<file path="config.mk">
export PLATFORM = sky130hd
export DESIGN_NAME = emd_mac_status
export DESIGN_NICKNAME = d
export VERILOG_FILES = /design/src/rtl/emd_pkg.sv /design/src/rtl/emd_mac_status.sv /design/src/rtl/emd_sync.sv
export SDC_FILE = /design/constraint.sdc
export NUM_CORES = 1
export LEC_CHECK = 0
export BUFFER_PORTS_ARGS = -buffer_cell sky130_fd_sc_hd__buf_2
export CAP_MARGIN = 30
export CORE_ASPECT_RATIO = 1.2
export CORE_MARGIN = 1.5
export CORE_UTILIZATION = 45
export CTS_CLUSTER_DIAMETER = 150
export DETAILED_ROUTE_END_ITERATION = 12
export MAX_ROUTING_LAYER = met4
export PLACE_DENSITY_LB_ADDON = 0.12
export SETUP_SLACK_MARGIN = 0.3
export SLEW_MARGIN = 20
export SYNTH_ARGS = -nofsm -noshare
export SYNTH_HDL_FRONTEND = slang
export SYNTH_SLANG_ARGS = --single-unit
</file>
<file path="constraint.sdc">
create_clock -name aclk -period 1.88 [get_ports aclk]
set_input_delay 0.188 -clock aclk [delete_from_list [all_inputs] [get_ports aclk]]
set_output_delay 0.188 -clock aclk [all_outputs]
set_load 0.1 [all_outputs]
</file>
<file path="src/rtl/emd_pkg.sv">
// Constants, register map and field layout of the MAC transmit/receive status block.
// Assumes a 32-bit AXI4-Lite register bus and a 25 MHz system clock.
package emd_pkg;
   // Register byte offsets.
   localparam logic [7:0] OFS_CFG = 8'h04;
   localparam logic [7:0] OFS_SR = 8'h08;
   localparam logic [7:0] OFS_TAR = 8'h0C;
   localparam logic [7:0] OFS_TCR = 8'h10;
   localparam logic [7:0] OFS_TSR = 8'h14;
   localparam logic [7:0] OFS_RBQP = 8'h18;
   localparam logic [7:0] OFS_RSR = 8'h20;
   localparam logic [7:0] OFS_ISR = 8'h24;
   localparam logic [7:0] OFS_IER = 8'h28;
   localparam logic [7:0] OFS_IDR = 8'h2C;
   localparam logic [7:0] OFS_IMR = 8'h30;
   // Configuration fields.
   localparam int CFG_RETRY_TEST = 12;
   localparam int CFG_RMII = 13;
   // Network status fields.
   localparam int SR_MDIO = 1;
   localparam int SR_MGMT_BUSY = 2;
   // Transmit length control fields.
   localparam int LEN_W = 11;
   localparam int TCR_NO_CRC = 15;
   // Transmit status fields.
   localparam int TSR_OVERRUN = 0;
   localparam int TSR_COL = 1;
   localparam int TSR_RETRY_LIMIT = 2;
   localparam int TSR_IDLE = 3;
   localparam int TSR_NOT_QUEUED = 4;
   localparam int TSR_COMP = 5;
   localparam int TSR_UNDERRUN = 6;
   // Receive status fields.
   localparam int RSR_NO_BUFFER = 0;
   localparam int RSR_RECEIVED = 1;
   localparam int RSR_OVERRUN = 2;
   // Interrupt status fields, management done at bit 0 up to transmit complete at bit 7.
   localparam int IRQ_W = 8;
   localparam int IRQ_DONE = 0;
   localparam int IRQ_RX_COMPLETE = 1;
   localparam int IRQ_RX_NO_BUFFER = 2;
   localparam int IRQ_TX_OVERRUN = 3;
   localparam int IRQ_TX_UNDERRUN = 4;
   localparam int IRQ_RETRY = 5;
   localparam int IRQ_SLOT_EMPTY = 6;
   localparam int IRQ_TX_COMPLETE = 7;
   // Reset values and frame limits.
   localparam logic [IRQ_W-1:0] IMR_RESET = 8'hFF;
   localparam logic [LEN_W-1:0] MAX_LEN_CRC = 11'd1514;
   localparam logic [LEN_W-1:0] MAX_LEN_NO_CRC = 11'd1518;
   localparam logic [LEN_W-1:0] MIN_FRAME_LEN = 11'd64;
   localparam logic [2:0] START_WORDS = 3'h2;
   localparam logic [31:0] RX_DESC_STEP = 32'h0000_0008;
   localparam logic [1:0] RESP_OKAY = 2'h0;
   localparam logic [1:0] RESP_SLVERR = 2'h2;
endpackage

</file>
<file path="src/rtl/emd_mac_status.sv">
// Transmit/receive DMA control and status registers of a 10/100 MAC, AXI4-Lite slave.
// Assumes the datapath runs on aclk and pulses its events for one cycle;
// the MDIO, collision and transmit clock pins are asynchronous and synchronised here.
`timescale 1ns/100ps
module emd_mac_status (
   input wire logic aclk,
   input wire logic aresetn,
   input wire logic [7:0] s_axi_awaddr,
   input wire logic s_axi_awvalid,
   output logic s_axi_awready,
   input wire logic [31:0] s_axi_wdata,
   input wire logic [3:0] s_axi_wstrb,
   input wire logic s_axi_wvalid,
   output logic s_axi_wready,
   output logic [1:0] s_axi_bresp,
   output logic s_axi_bvalid,
   input wire logic s_axi_bready,
   input wire logic [7:0] s_axi_araddr,
   input wire logic s_axi_arvalid,
   output logic s_axi_arready,
   output logic [31:0] s_axi_rdata,
   output logic [1:0] s_axi_rresp,
   output logic s_axi_rvalid,
   input wire logic s_axi_rready,
   input wire logic mdio_pin,
   input wire logic collision_pin,
   input wire logic phy_tx_clk,
   input wire logic mgmt_busy,
   input wire logic mgmt_done,
   input wire logic [2:0] tx_fifo_words,
   input wire logic tx_frame_done,
   input wire logic tx_retry_limit,
   input wire logic tx_dma_late,
   input wire logic rx_frame_stored,
   input wire logic rx_next_buffer,
   input wire logic rx_buffer_owned,
   input wire logic rx_dma_fail,
   output logic retry_test,
   output logic rmii_select,
   output logic tx_start,
   output logic [31:0] tx_fetch_addr,
   output logic [10:0] tx_frame_len,
   output logic tx_append_crc,
   output logic tx_oversize,
   output logic tx_short_frame,
   output logic tx_force_bad_crc,
   output logic [31:0] rx_queue_ptr,
   output logic irq_pending
);
   logic aw_held, w_held, wr_go, rd_go;
   logic [7:0] aw_addr;
   logic [31:0] w_data, w_mask, w_val;
   logic [2:0] pin_sync;
   logic mdio_level, col_level, txclk_level, txclk_prev, txclk_rise;
   logic [31:0] cfg;
   logic [31:0] pend_addr, act_addr, q_addr;
   logic [10:0] act_len, q_len;
   logic act_valid, act_no_crc, act_started, q_valid, q_no_crc;
   logic buffer_not_queued, not_queued_prev, tar_wr, tcr_wr, len_wr, tx_overrun_evt;
   logic [6:0] tsr_sticky;
   logic [2:0] rsr_sticky;
   logic [7:0] isr, imr, irq_evt;

   // Byte-lane mask built from the write strobes.
   function automatic logic [31:0] strb_mask(input logic [3:0] strb);
      strb_mask = {{8{strb[3]}}, {8{strb[2]}}, {8{strb[1]}}, {8{strb[0]}}};
   endfunction

   // Register offsets that answer OKAY; anything else gets SLVERR.
   function automatic logic is_mapped(input logic [7:0] a);
      case (a)
         emd_pkg::OFS_CFG, emd_pkg::OFS_SR, emd_pkg::OFS_TAR, emd_pkg::OFS_TCR,
         emd_pkg::OFS_TSR, emd_pkg::OFS_RBQP, emd_pkg::OFS_RSR, emd_pkg::OFS_ISR,
         emd_pkg::OFS_IER, emd_pkg::OFS_IDR, emd_pkg::OFS_IMR: is_mapped = 1'b1;
         default: is_mapped = 1'b0;
      endcase
   endfunction

   // Pins from the PHY side pass two flip-flops before anything reads them.
   emd_sync #(
      .WIDTH(3)
   ) u_pin_sync (
      .aclk(aclk),
      .aresetn(aresetn),
      .async_in({phy_tx_clk, collision_pin, mdio_pin}),
      .sync_out(pin_sync)
   );
   assign mdio_level = pin_sync[0];
   assign col_level = pin_sync[1];
   assign txclk_level = pin_sync[2];

   // Rising edges of the link clock pace the start of a frame.
   always_ff @(posedge aclk)
   begin
      if (!aresetn)
         txclk_prev <= 1'b0;
      else
         txclk_prev <= txclk_level;
   end
   assign txclk_rise = txclk_level & ~txclk_prev;

   // Write channel: address and data are taken in either order, one write at a time.
   assign s_axi_awready = ~aw_held;
   assign s_axi_wready = ~w_held;
   assign wr_go = aw_held & w_held & ~s_axi_bvalid;
   assign w_mask = strb_mask(s_axi_wstrb);
   always_ff @(posedge aclk)
   begin
      if (!aresetn)
      begin
         aw_held <= 1'b0;
         w_held <= 1'b0;
         aw_addr <= 8'h00;
         w_data <= 32'h0000_0000;
         s_axi_bvalid <= 1'b0;
         s_axi_bresp <= emd_pkg::RESP_OKAY;
      end
      else
      begin
         if (s_axi_awvalid && s_axi_awready)
         begin
            aw_held <= 1'b1;
            aw_addr <= {s_axi_awaddr[7:2], 2'b00};
         end
         if (s_axi_wvalid && s_axi_wready)
         begin
            w_held <= 1'b1;
            w_data <= s_axi_wdata & w_mask;
         end
         if (wr_go)
         begin
            aw_held <= 1'b0;
            w_held <= 1'b0;
            s_axi_bvalid <= 1'b1;
            s_axi_bresp <= is_mapped(aw_addr) ? emd_pkg::RESP_OKAY : emd_pkg::RESP_SLVERR;
         end
         else if (s_axi_bready)
            s_axi_bvalid <= 1'b0;
      end
   end
   // Unwritten lanes of a read/write register are zeroed; partial writes are not merged.
   assign w_val = w_data;

   // Configuration: retry test and reduced interface select.
   always_ff @(posedge aclk)
   begin
      if (!aresetn)
         cfg <= 32'h0000_0000;
      else if (wr_go && aw_addr == emd_pkg::OFS_CFG)
         cfg <= w_val;
   end
   assign retry_test = cfg[emd_pkg::CFG_RETRY_TEST];
   assign rmii_select = cfg[emd_pkg::CFG_RMII];

   // Transmit queue: one active frame plus one queued behind it.
   assign buffer_not_queued = ~(act_valid & q_valid);
   assign tar_wr = wr_go && aw_addr == emd_pkg::OFS_TAR;
   assign tcr_wr = wr_go && aw_addr == emd_pkg::OFS_TCR;
   assign len_wr = tcr_wr && buffer_not_queued && w_val[emd_pkg::LEN_W-1:0] != '0;
   assign tx_overrun_evt = (tar_wr | tcr_wr) & ~buffer_not_queued;
   always_ff @(posedge aclk)
   begin
      if (!aresetn)
      begin
         pend_addr <= 32'h0000_0000;
         act_addr <= 32'h0000_0000;
         q_addr <= 32'h0000_0000;
         act_len <= '0;
         q_len <= '0;
         act_no_crc <= 1'b0;
         q_no_crc <= 1'b0;
         act_valid <= 1'b0;
         q_valid <= 1'b0;
      end
      else
      begin
         if (tar_wr && buffer_not_queued)
            pend_addr <= w_val;
         // A finished frame hands over to the queued one.
         if (tx_frame_done && act_valid)
         begin
            if (q_valid)
            begin
               act_addr <= q_addr;
               act_len <= q_len;
               act_no_crc <= q_no_crc;
               q_valid <= 1'b0;
            end
            else
               act_valid <= 1'b0;
         end
         if (len_wr)
         begin
            if (!act_valid || (tx_frame_done && !q_valid))
            begin
               act_valid <= 1'b1;
               act_addr <= pend_addr;
               act_len <= w_val[emd_pkg::LEN_W-1:0];
               act_no_crc <= w_val[emd_pkg::TCR_NO_CRC];
            end
            else
            begin
               q_valid <= 1'b1;
               q_addr <= pend_addr;
               q_len <= w_val[emd_pkg::LEN_W-1:0];
               q_no_crc <= w_val[emd_pkg::TCR_NO_CRC];
            end
         end
      end
   end

   // A frame starts on a link clock edge once two words are buffered.
   always_ff @(posedge aclk)
   begin
      if (!aresetn)
      begin
         act_started <= 1'b0;
         tx_start <= 1'b0;
      end
      else
      begin
         tx_start <= 1'b0;
         if (tx_frame_done)
            act_started <= 1'b0;
         else if (act_valid && !act_started && tx_fifo_words >= emd_pkg::START_WORDS
                  && txclk_rise)
         begin
            act_started <= 1'b1;
            tx_start <= 1'b1;
         end
      end
   end
   assign tx_fetch_addr = act_addr;
   assign tx_frame_len = act_len;
   assign tx_append_crc = ~act_no_crc;
   assign tx_short_frame = act_no_crc && act_len < emd_pkg::MIN_FRAME_LEN;
   // Oversize frames are only flagged; the length is never clipped.
   assign tx_oversize = act_len > (act_no_crc ? emd_pkg::MAX_LEN_NO_CRC
                                              : emd_pkg::MAX_LEN_CRC);

   // Bad CRC is forced for the rest of the frame that ran dry.
   always_ff @(posedge aclk)
   begin
      if (!aresetn)
         tx_force_bad_crc <= 1'b0;
      else if (tx_dma_late)
         tx_force_bad_crc <= 1'b1;
      else if (tx_frame_done)
         tx_force_bad_crc <= 1'b0;
   end

   // Transmit sticky flags: a set in the same cycle as a write-one clear wins.
   always_ff @(posedge aclk)
   begin
      if (!aresetn)
         tsr_sticky <= 7'h00;
      else
      begin
         tsr_sticky <= (tsr_sticky & ~((wr_go && aw_addr == emd_pkg::OFS_TSR) ? w_val[6:0]
                                                                              : 7'h00))
                       | {tx_dma_late, tx_frame_done, 2'b00, tx_retry_limit, col_level,
                          tx_overrun_evt};
      end
   end

   // Receive queue pointer: word aligned, steps past each used buffer.
   always_ff @(posedge aclk)
   begin
      if (!aresetn)
         rx_queue_ptr <= 32'h0000_0000;
      else if (wr_go && aw_addr == emd_pkg::OFS_RBQP)
         rx_queue_ptr <= {w_val[31:2], 2'b00};
      else if (rx_next_buffer && !rx_dma_fail)
         rx_queue_ptr <= rx_queue_ptr + emd_pkg::RX_DESC_STEP;
   end

   // Receive sticky flags, cleared by writing one.
   always_ff @(posedge aclk)
   begin
      if (!aresetn)
         rsr_sticky <= 3'h0;
      else
      begin
         rsr_sticky <= (rsr_sticky & ~((wr_go && aw_addr == emd_pkg::OFS_RSR) ? w_val[2:0]
                                                                              : 3'h0))
                       | {rx_dma_fail, rx_frame_stored, rx_buffer_owned};
      end
   end

   // Interrupt events; slot-empty fires when the queue opens up again.
   always_ff @(posedge aclk)
   begin
      if (!aresetn)
         not_queued_prev <= 1'b1;
      else
         not_queued_prev <= buffer_not_queued;
   end
   assign irq_evt = {tx_frame_done, buffer_not_queued & ~not_queued_prev, tx_retry_limit,
                     tx_dma_late, tx_overrun_evt, rx_buffer_owned, rx_frame_stored, mgmt_done};

   // Interrupt status clears on read, but an event in the read cycle survives it.
   always_ff @(posedge aclk)
   begin
      if (!aresetn)
         isr <= 8'h00;
      else if (rd_go && s_axi_araddr[7:2] == emd_pkg::OFS_ISR[7:2])
         isr <= irq_evt;
      else
         isr <= isr | irq_evt;
   end

   // Mask: a one disables the source; enable and disable writes act per bit.
   always_ff @(posedge aclk)
   begin
      if (!aresetn)
         imr <= emd_pkg::IMR_RESET;
      else if (wr_go && aw_addr == emd_pkg::OFS_IER)
         imr <= imr & ~w_val[7:0];
      else if (wr_go && aw_addr == emd_pkg::OFS_IDR)
         imr <= imr | w_val[7:0];
   end
   assign irq_pending = |(isr & ~imr);

   // Read channel: one read at a time, data registered one cycle after the address.
   assign s_axi_arready = ~s_axi_rvalid;
   assign rd_go = s_axi_arvalid & s_axi_arready;
   always_ff @(posedge aclk)
   begin
      if (!aresetn)
      begin
         s_axi_rvalid <= 1'b0;
         s_axi_rdata <= 32'h0000_0000;
         s_axi_rresp <= emd_pkg::RESP_OKAY;
      end
      else if (rd_go)
      begin
         s_axi_rvalid <= 1'b1;
         s_axi_rresp <= is_mapped({s_axi_araddr[7:2], 2'b00}) ? emd_pkg::RESP_OKAY
                                                              : emd_pkg::RESP_SLVERR;
         case ({s_axi_araddr[7:2], 2'b00})
            emd_pkg::OFS_CFG: s_axi_rdata <= cfg;
            emd_pkg::OFS_SR: s_axi_rdata <= {29'h0, mgmt_busy, mdio_level, 1'b0};
            emd_pkg::OFS_TAR: s_axi_rdata <= act_valid ? act_addr : pend_addr;
            emd_pkg::OFS_TCR: s_axi_rdata <= {16'h0, act_no_crc, 4'h0, act_len};
            emd_pkg::OFS_TSR: s_axi_rdata <= {25'h0, tsr_sticky[6:5], buffer_not_queued,
                                              ~act_valid, tsr_sticky[2:0]};
            emd_pkg::OFS_RBQP: s_axi_rdata <= rx_queue_ptr;
            emd_pkg::OFS_RSR: s_axi_rdata <= {29'h0, rsr_sticky};
            emd_pkg::OFS_ISR: s_axi_rdata <= {24'h0, isr};
            emd_pkg::OFS_IMR: s_axi_rdata <= {24'h0, imr};
            default: s_axi_rdata <= 32'h0000_0000;
         endcase
      end
      else if (s_axi_rready)
         s_axi_rvalid <= 1'b0;
   end
endmodule

</file>
<file path="src/rtl/emd_sync.sv">
// Two-stage synchroniser for levels arriving from outside the system clock domain.
// Assumes the inputs are levels that stay stable longer than two clock periods.
`timescale 1ns/100ps
module emd_sync #(
   parameter int WIDTH = 1
) (
   input wire logic aclk,
   input wire logic aresetn,
   input wire logic [WIDTH-1:0] async_in,
   output logic [WIDTH-1:0] sync_out
);
   logic [WIDTH-1:0] meta;

   // The first stage feeds only the second, so metastability never reaches logic.
   always_ff @(posedge aclk)
   begin
      if (!aresetn)
      begin
         meta <= '0;
         sync_out <= '0;
      end
      else
      begin
         meta <= async_in;
         sync_out <= meta;
      end
   end
endmodule

</file>
* Word-level counts from Yosys, hierarchy flattened
Cells that the tools add are included.
Widths: inputs -> output; s select.
** Storage, ports and cells
- Output and inout bits :: 124
- Bits of input ports :: 74
- Word-level logic and storage cells :: 173
- Memories kept :: 0
- Register bits after elaboration :: 301
- Bits in read-only memories :: 0
- Latch bits :: 0
- Bits in writable memories :: 0
** Cells by class
- Eq/ne operators :: 22
- Divide/modulo/power cells :: 0
- Reduce and logical (&&, ||, !) cells :: 39
- Shift-type cells :: 0
- Bitwise logic cells :: 32
- Add/subtract/negate cells :: 1
- $lt $le $gt $ge :: 3
- Multiplexer cells :: 44
- $mul :: 0
** Operator list (number)
- $pmux 32 s9 :: 1
- $mux 32 :: 7
- $eq 6x4->1 const B :: 10
- $mux 11 :: 4
- $eq 6x3->1 const B :: 6
- $add 32x4->32 const B :: 1
- $and 32x32->32 :: 1
- $eq 6x2->1 const B :: 4
- $mux 1 :: 24
- $mux 8 :: 3
- $reduce_or 11->1 :: 2
- $logic_and 1x1->1 :: 21
- $and 8x8->8 :: 2
- $not 8->8 :: 2
- $or 8x8->8 :: 2
- $eq 6x1->1 const B :: 2
- $gt 11x11->1 :: 1
- $lt 11x7->1 const B :: 1
- $not 1->1 :: 11
- $reduce_bool 11->1 :: 1
- $reduce_bool 2->1 :: 5
- $reduce_or 8->1 :: 1
- $and 1x1->1 :: 7
- $and 7x7->7 :: 1
- 14 further kinds :: 21

* Depth between registers and ports, before layout
- Word-level depth :: 7
- Gate-level depth with buffers :: 9
- Depth with buffers taken out :: 7

* Modules after synthesis
Synthesis repeated with hierarchy kept, for this count alone.
** Second synthesis, totals
- Cell total of the unflattened synthesis :: 1569
- Area, all modules :: 13477.9 um^2
** By module, submodules not included
- emd_mac_status :: cells an instance 1557, seq. area each 5785.5 um^2, instances 1, area each 13320.3 um^2
- emd_sync :: cells an instance 12, seq. area each 120.1 um^2, instances 1, area each 157.7 um^2

* Worst setup path after synthesis
No wires, ideal clock.
- Kind :: flip-flop to output port
- From :: reg act_no_crc
- To :: out tx_short_frame
- Setup slack :: -1676 ps
- Cell stages (with the launch flop) :: 4
- Data arrival time :: 3368 ps
- Cells stage by stage :: dfxtp_1 -> inv_1 -> or4_1 -> nor3_1
** On the way
- Word-level cells in the longest chain between the ends :: 1
** Ends and longest elaborated chain
- start, declared :: line emd_mac_status.sv:58 : logic act_valid, act_no_crc, act_started, q_valid, q_no_crc;
- start signal, assigned :: line emd_mac_status.sv:186 : act_no_crc <= q_no_crc;
- start signal, assigned :: line emd_mac_status.sv:199 : act_no_crc <= w_val[emd_pkg::TCR_NO_CRC];
- $logic_and 1x1->1 :: line emd_mac_status.sv:236 : assign tx_short_frame = act_no_crc && act_len < emd_pkg::MIN_FRAME_LEN;
- end, declared :: line emd_mac_status.sv:45 : output logic tx_short_frame,
Every way passes these cells.

* Worst setup path after layout
- From :: reg act_no_crc
- To :: out tx_oversize
** On the way
- Word-level cells in the longest chain between the ends :: 2
** Ends and longest elaborated chain
- $mux 3 :: line emd_mac_status.sv:238 : assign tx_oversize = act_len > (act_no_crc ? emd_pkg::MAX_LEN_NO_CRC
- $gt 11x11->1 :: line emd_mac_status.sv:238
- end, declared :: line emd_mac_status.sv:44 : output logic tx_oversize,
Every way passes these cells.

==> results.txt <==
----------------------------------------------------
[Setup path]
  Arrival time at the worst endpoint ... 2210 ps
  Critical Setup Path Class ... flop to output port
  Reg-to-Reg Start ... aw_addr[7]
  Startpoint of the most critical setup path ... act_no_crc
  Critical Path Source Type ... flop
  Required arrival time at the worst endpoint ... 1690 ps
  Biggest fanout along the worst timing path ... 2
  Capturing element type of the critical path ... output port

[Synth]
  Most used DFF post-synth ... dfxtp_1
  Number of flops mapped to enable cells by yosys ... 0
  Area leader, netlist ... dfxtp_1
  Cell area after synthesis ... 0.0128 mm2
  Share of the synthesized area in the top cell type ... 0.460
  Sequential area share after synthesis ... 0.460
  Mean cell area of the mapped netlist ... 8.45 um2
  FF+latch count, synth ... 295
  Instance count of the mapped netlist ... 1,520
  Fraction of synthesis flops using an asynchronous set or reset pin ... 0
  Number of unique standard cell types used by synthesis ... 65
  Leading post-synthesis cells by cell area ... dfxtp_1 (46%), nand2_1 (8.0%), mux2_2 (6.2%)
  Yosys warnings ... 0

[Floorplan]
  Die boundary height ... 188 um
  Floorplan Core Area ... 0.0280 mm2
  Area of the die ... 0.0296 mm2
  Die width ... 157 um
  Num rows ... 67
  Initial cell density of the core ... 0.459
  Boundary Pins ... 198

[Layout]
  Share of cells above drive strength 1 ... 0.508
  Layout area overhead ... 62.7%
  NumNets Final ... 1,935
  Commonest non-fill, non-tap cells in the layout ... dfxtp_1 (248), nand2_1 (157), buf_4 (116), buf_2 (116), nand3_1 (85)
  Count of non-filler cells in the finished layout ... 2,261
  Antenna cell count ... 0
  Most common library cell in the layout ignoring fill and taps ... dfxtp_1

[Status]
  Outcome ... finished, violations left
  Violated checks ... negative setup slack

[CTS]
  Library cell used as clock root buffer ... clkbuf_16
  TritonCTS clock tree ... done
  Clock-pin slew reported for the worst setup and hold paths after clock tree synthesis ... 60 ps
  CTS max path bufs ... 3
  Number of clock sinks seen by CTS ... 295
  Insertion delay of the later-clocked pin in the worst-skew pair ... 590 ps
  H-Tree Depth ... 1
  Number of CTS-inserted buffers ... 30

[Timing]
  Post-route worst setup slack ... -515 ps
  Clock skew after layout ... 17.9 ps
  Max-slew violations ... 0
  Final critical path time including I/O delays and setup ... 2390 ps
  Final critical-path share of the clock period ... 1.27
  TNS Setup ... -11,010 ps
  Number of hold violations in the final report ... 0
  Transition time at the pin with the least slew margin ... 866 ps
  Worst slew margin relative to its limit ... 0.423
  Fmax ... 418 MHz
  Setup violation total in the final timing report ... 125
  Setup repair after global routing missed its margin ... yes

[Hold path]
  Worst min-delay path category ... input pin to flop
  Hold Crit Start ... tx_frame_done

[Placed design]
  Worst slack after detailed placement ... -52.9 ps
  Post-detailed-placement half-perimeter wirelength ... 28.3 mm
  Port buffer count ... 188
  RePlAce Congestion ... 0.930
  Post-placement cell count ... 2,033

[Route]
  Total vias in the final route ... 13,900
  Number of iterations in the first detailed-routing pass ... 8
  Number of remaining DRC errors ... 0
  Overall routed net length ... 56.0 mm
  Average wire per cell in the routed design ... 24.8 um
  Remaining number of nets flagged by the antenna check after routing ... 0
  First DRT Iteration DRCs ... 1,253
  Average vias per placed instance ... 6.16

[Global route]
  Number of global-route vias before repair ... 13,300
  GRT Resource Usage Total ... 0.360
  Global-route wire length before repair ... 78.4 mm
  Aggregate global routing overflow ... 0
  Initial antenna violation count ... 0
  Pin count of the biggest net entering global routing ... 116

[Power and ir drop]
  Power Dens Cells ... 648 mW/mm2
  Peak supply drop ... 642 uV
  Reported leakage power ... 0.00795 uW

[Flow run]
  Total of max-cap violations ... 0

----------------------------------------------------
## cells by family after synthesis
logic type,Yosys count,synth area share
AOI/OAI and AO/OA,378,0.172
muxes,92,0.0786
DFF,295,0.460
adders and majority gates,4,0.00351
xor gates and xnor gates,28,0.0191
buffers and inverters,156,0.0554
and+or+nand+nor,566,0.211
other,1,0.000292
## worst max-delay path, cell delays in order, from the launching register on
cell	delay [ps]
dfxtp_2	350
clkinvlp_4	110
ha_4	270
nand2_2	50
mux2_4	310
a21oi_2	120
nor2_1	70
o21a_4	200
buf_12	160
## stage by stage
| stage | power (uW) | utilization | instance area [um2] | hold slack (ps) |
|---|---|---|---|---|
| finish | 13600 | 0.747 | 20900 | 10.4 |
| global route | 13900 | 0.747 | 20900 | 12.1 |
| global placement | 7390 | 0.533 | 14900 | 367 |
| floorplan | 7070 | - | 13300 | 260 |
| detailed placement | 7400 | 0.533 | 14900 | 369 |
| CTS | 13400 | 0.686 | 19200 | 5.89 |
## Yosys cell counts (all sizes together) (5+ instances only)
cell	instances
nand2	273
nor4	10
o21ai	154
nor2b	10
a222oi	24
and3	5
mux2i	21
clkbuf	69
nand3	153
a21oi	137
a221oi	6
a31oi	6
xor2	7
a211oi	14
nand4	12
and2	12
xnor2	21
mux2	71
nor4b	6
a32oi	8
nor3	13
inv	21
nor2	50
o22ai	5
dfxtp	295
buf	66
## where the power goes
part / leakage [uW] / internal, uW / switching (uW)
Combinational: 0.00507 / 442 / 754
Clock: 0.000469 / 3350 / 2610
Sequential: 0.00241 / 6300 / 107
Total: 0.00795 / 10100 / 3470
## registers in the layout, indices dropped and copies added, names as in the netlist, 11 cells and up, named ones only
name           cells
q_addr            32
cfg               32
tx_fetch_addr     32
s_axi_rdata       32
q_len             11
w_data            32
pend_addr         32
rx_queue_ptr      30
tx_frame_len      11
## area by class of cell
class                   count  area, um2
clock buffers              51        932
clock inverters             4       23.8
inverters                  21       92.6
well taps                 379        474
flip-flops and latches    295       6040
fillers                  1903       7100
repair buffers            439       4850
multi-input cells        1072       8500
## layer usage
layer,track usage,vias to the layer above,part of all wire
met5,-,-,0
met4,0.212,0,0.073
met3,0.0453,270,0.078
met2,0.597,821,0.49
met1,0.412,6758,0.36
li1,-,6083,-
## worst paths after layout
path	end	slack (ps)	cells past startpoint
setup reg to reg	pend_addr[19]	-210	10
hold / removal	tsr_sticky[5]	10	3
hold reg to reg	u_pin_sync.sync_out[2]	430	1
setup / recovery	tx_oversize	-510	8
## timing repair
| action | in CTS | in global routing |
|---|---|---|
| resized for setup | 374 | 355 |
| endpoints found under the hold margin | 58 | 0 |
| pin swaps | 162 | 137 |
| setup endpoints to repair | 248 | 282 |
| buffers inserted | 51 | 19 |
| cloned | 40 | 5 |
| hold buffers | 58 | 0 |
Power figures use the tool's default switching activity.
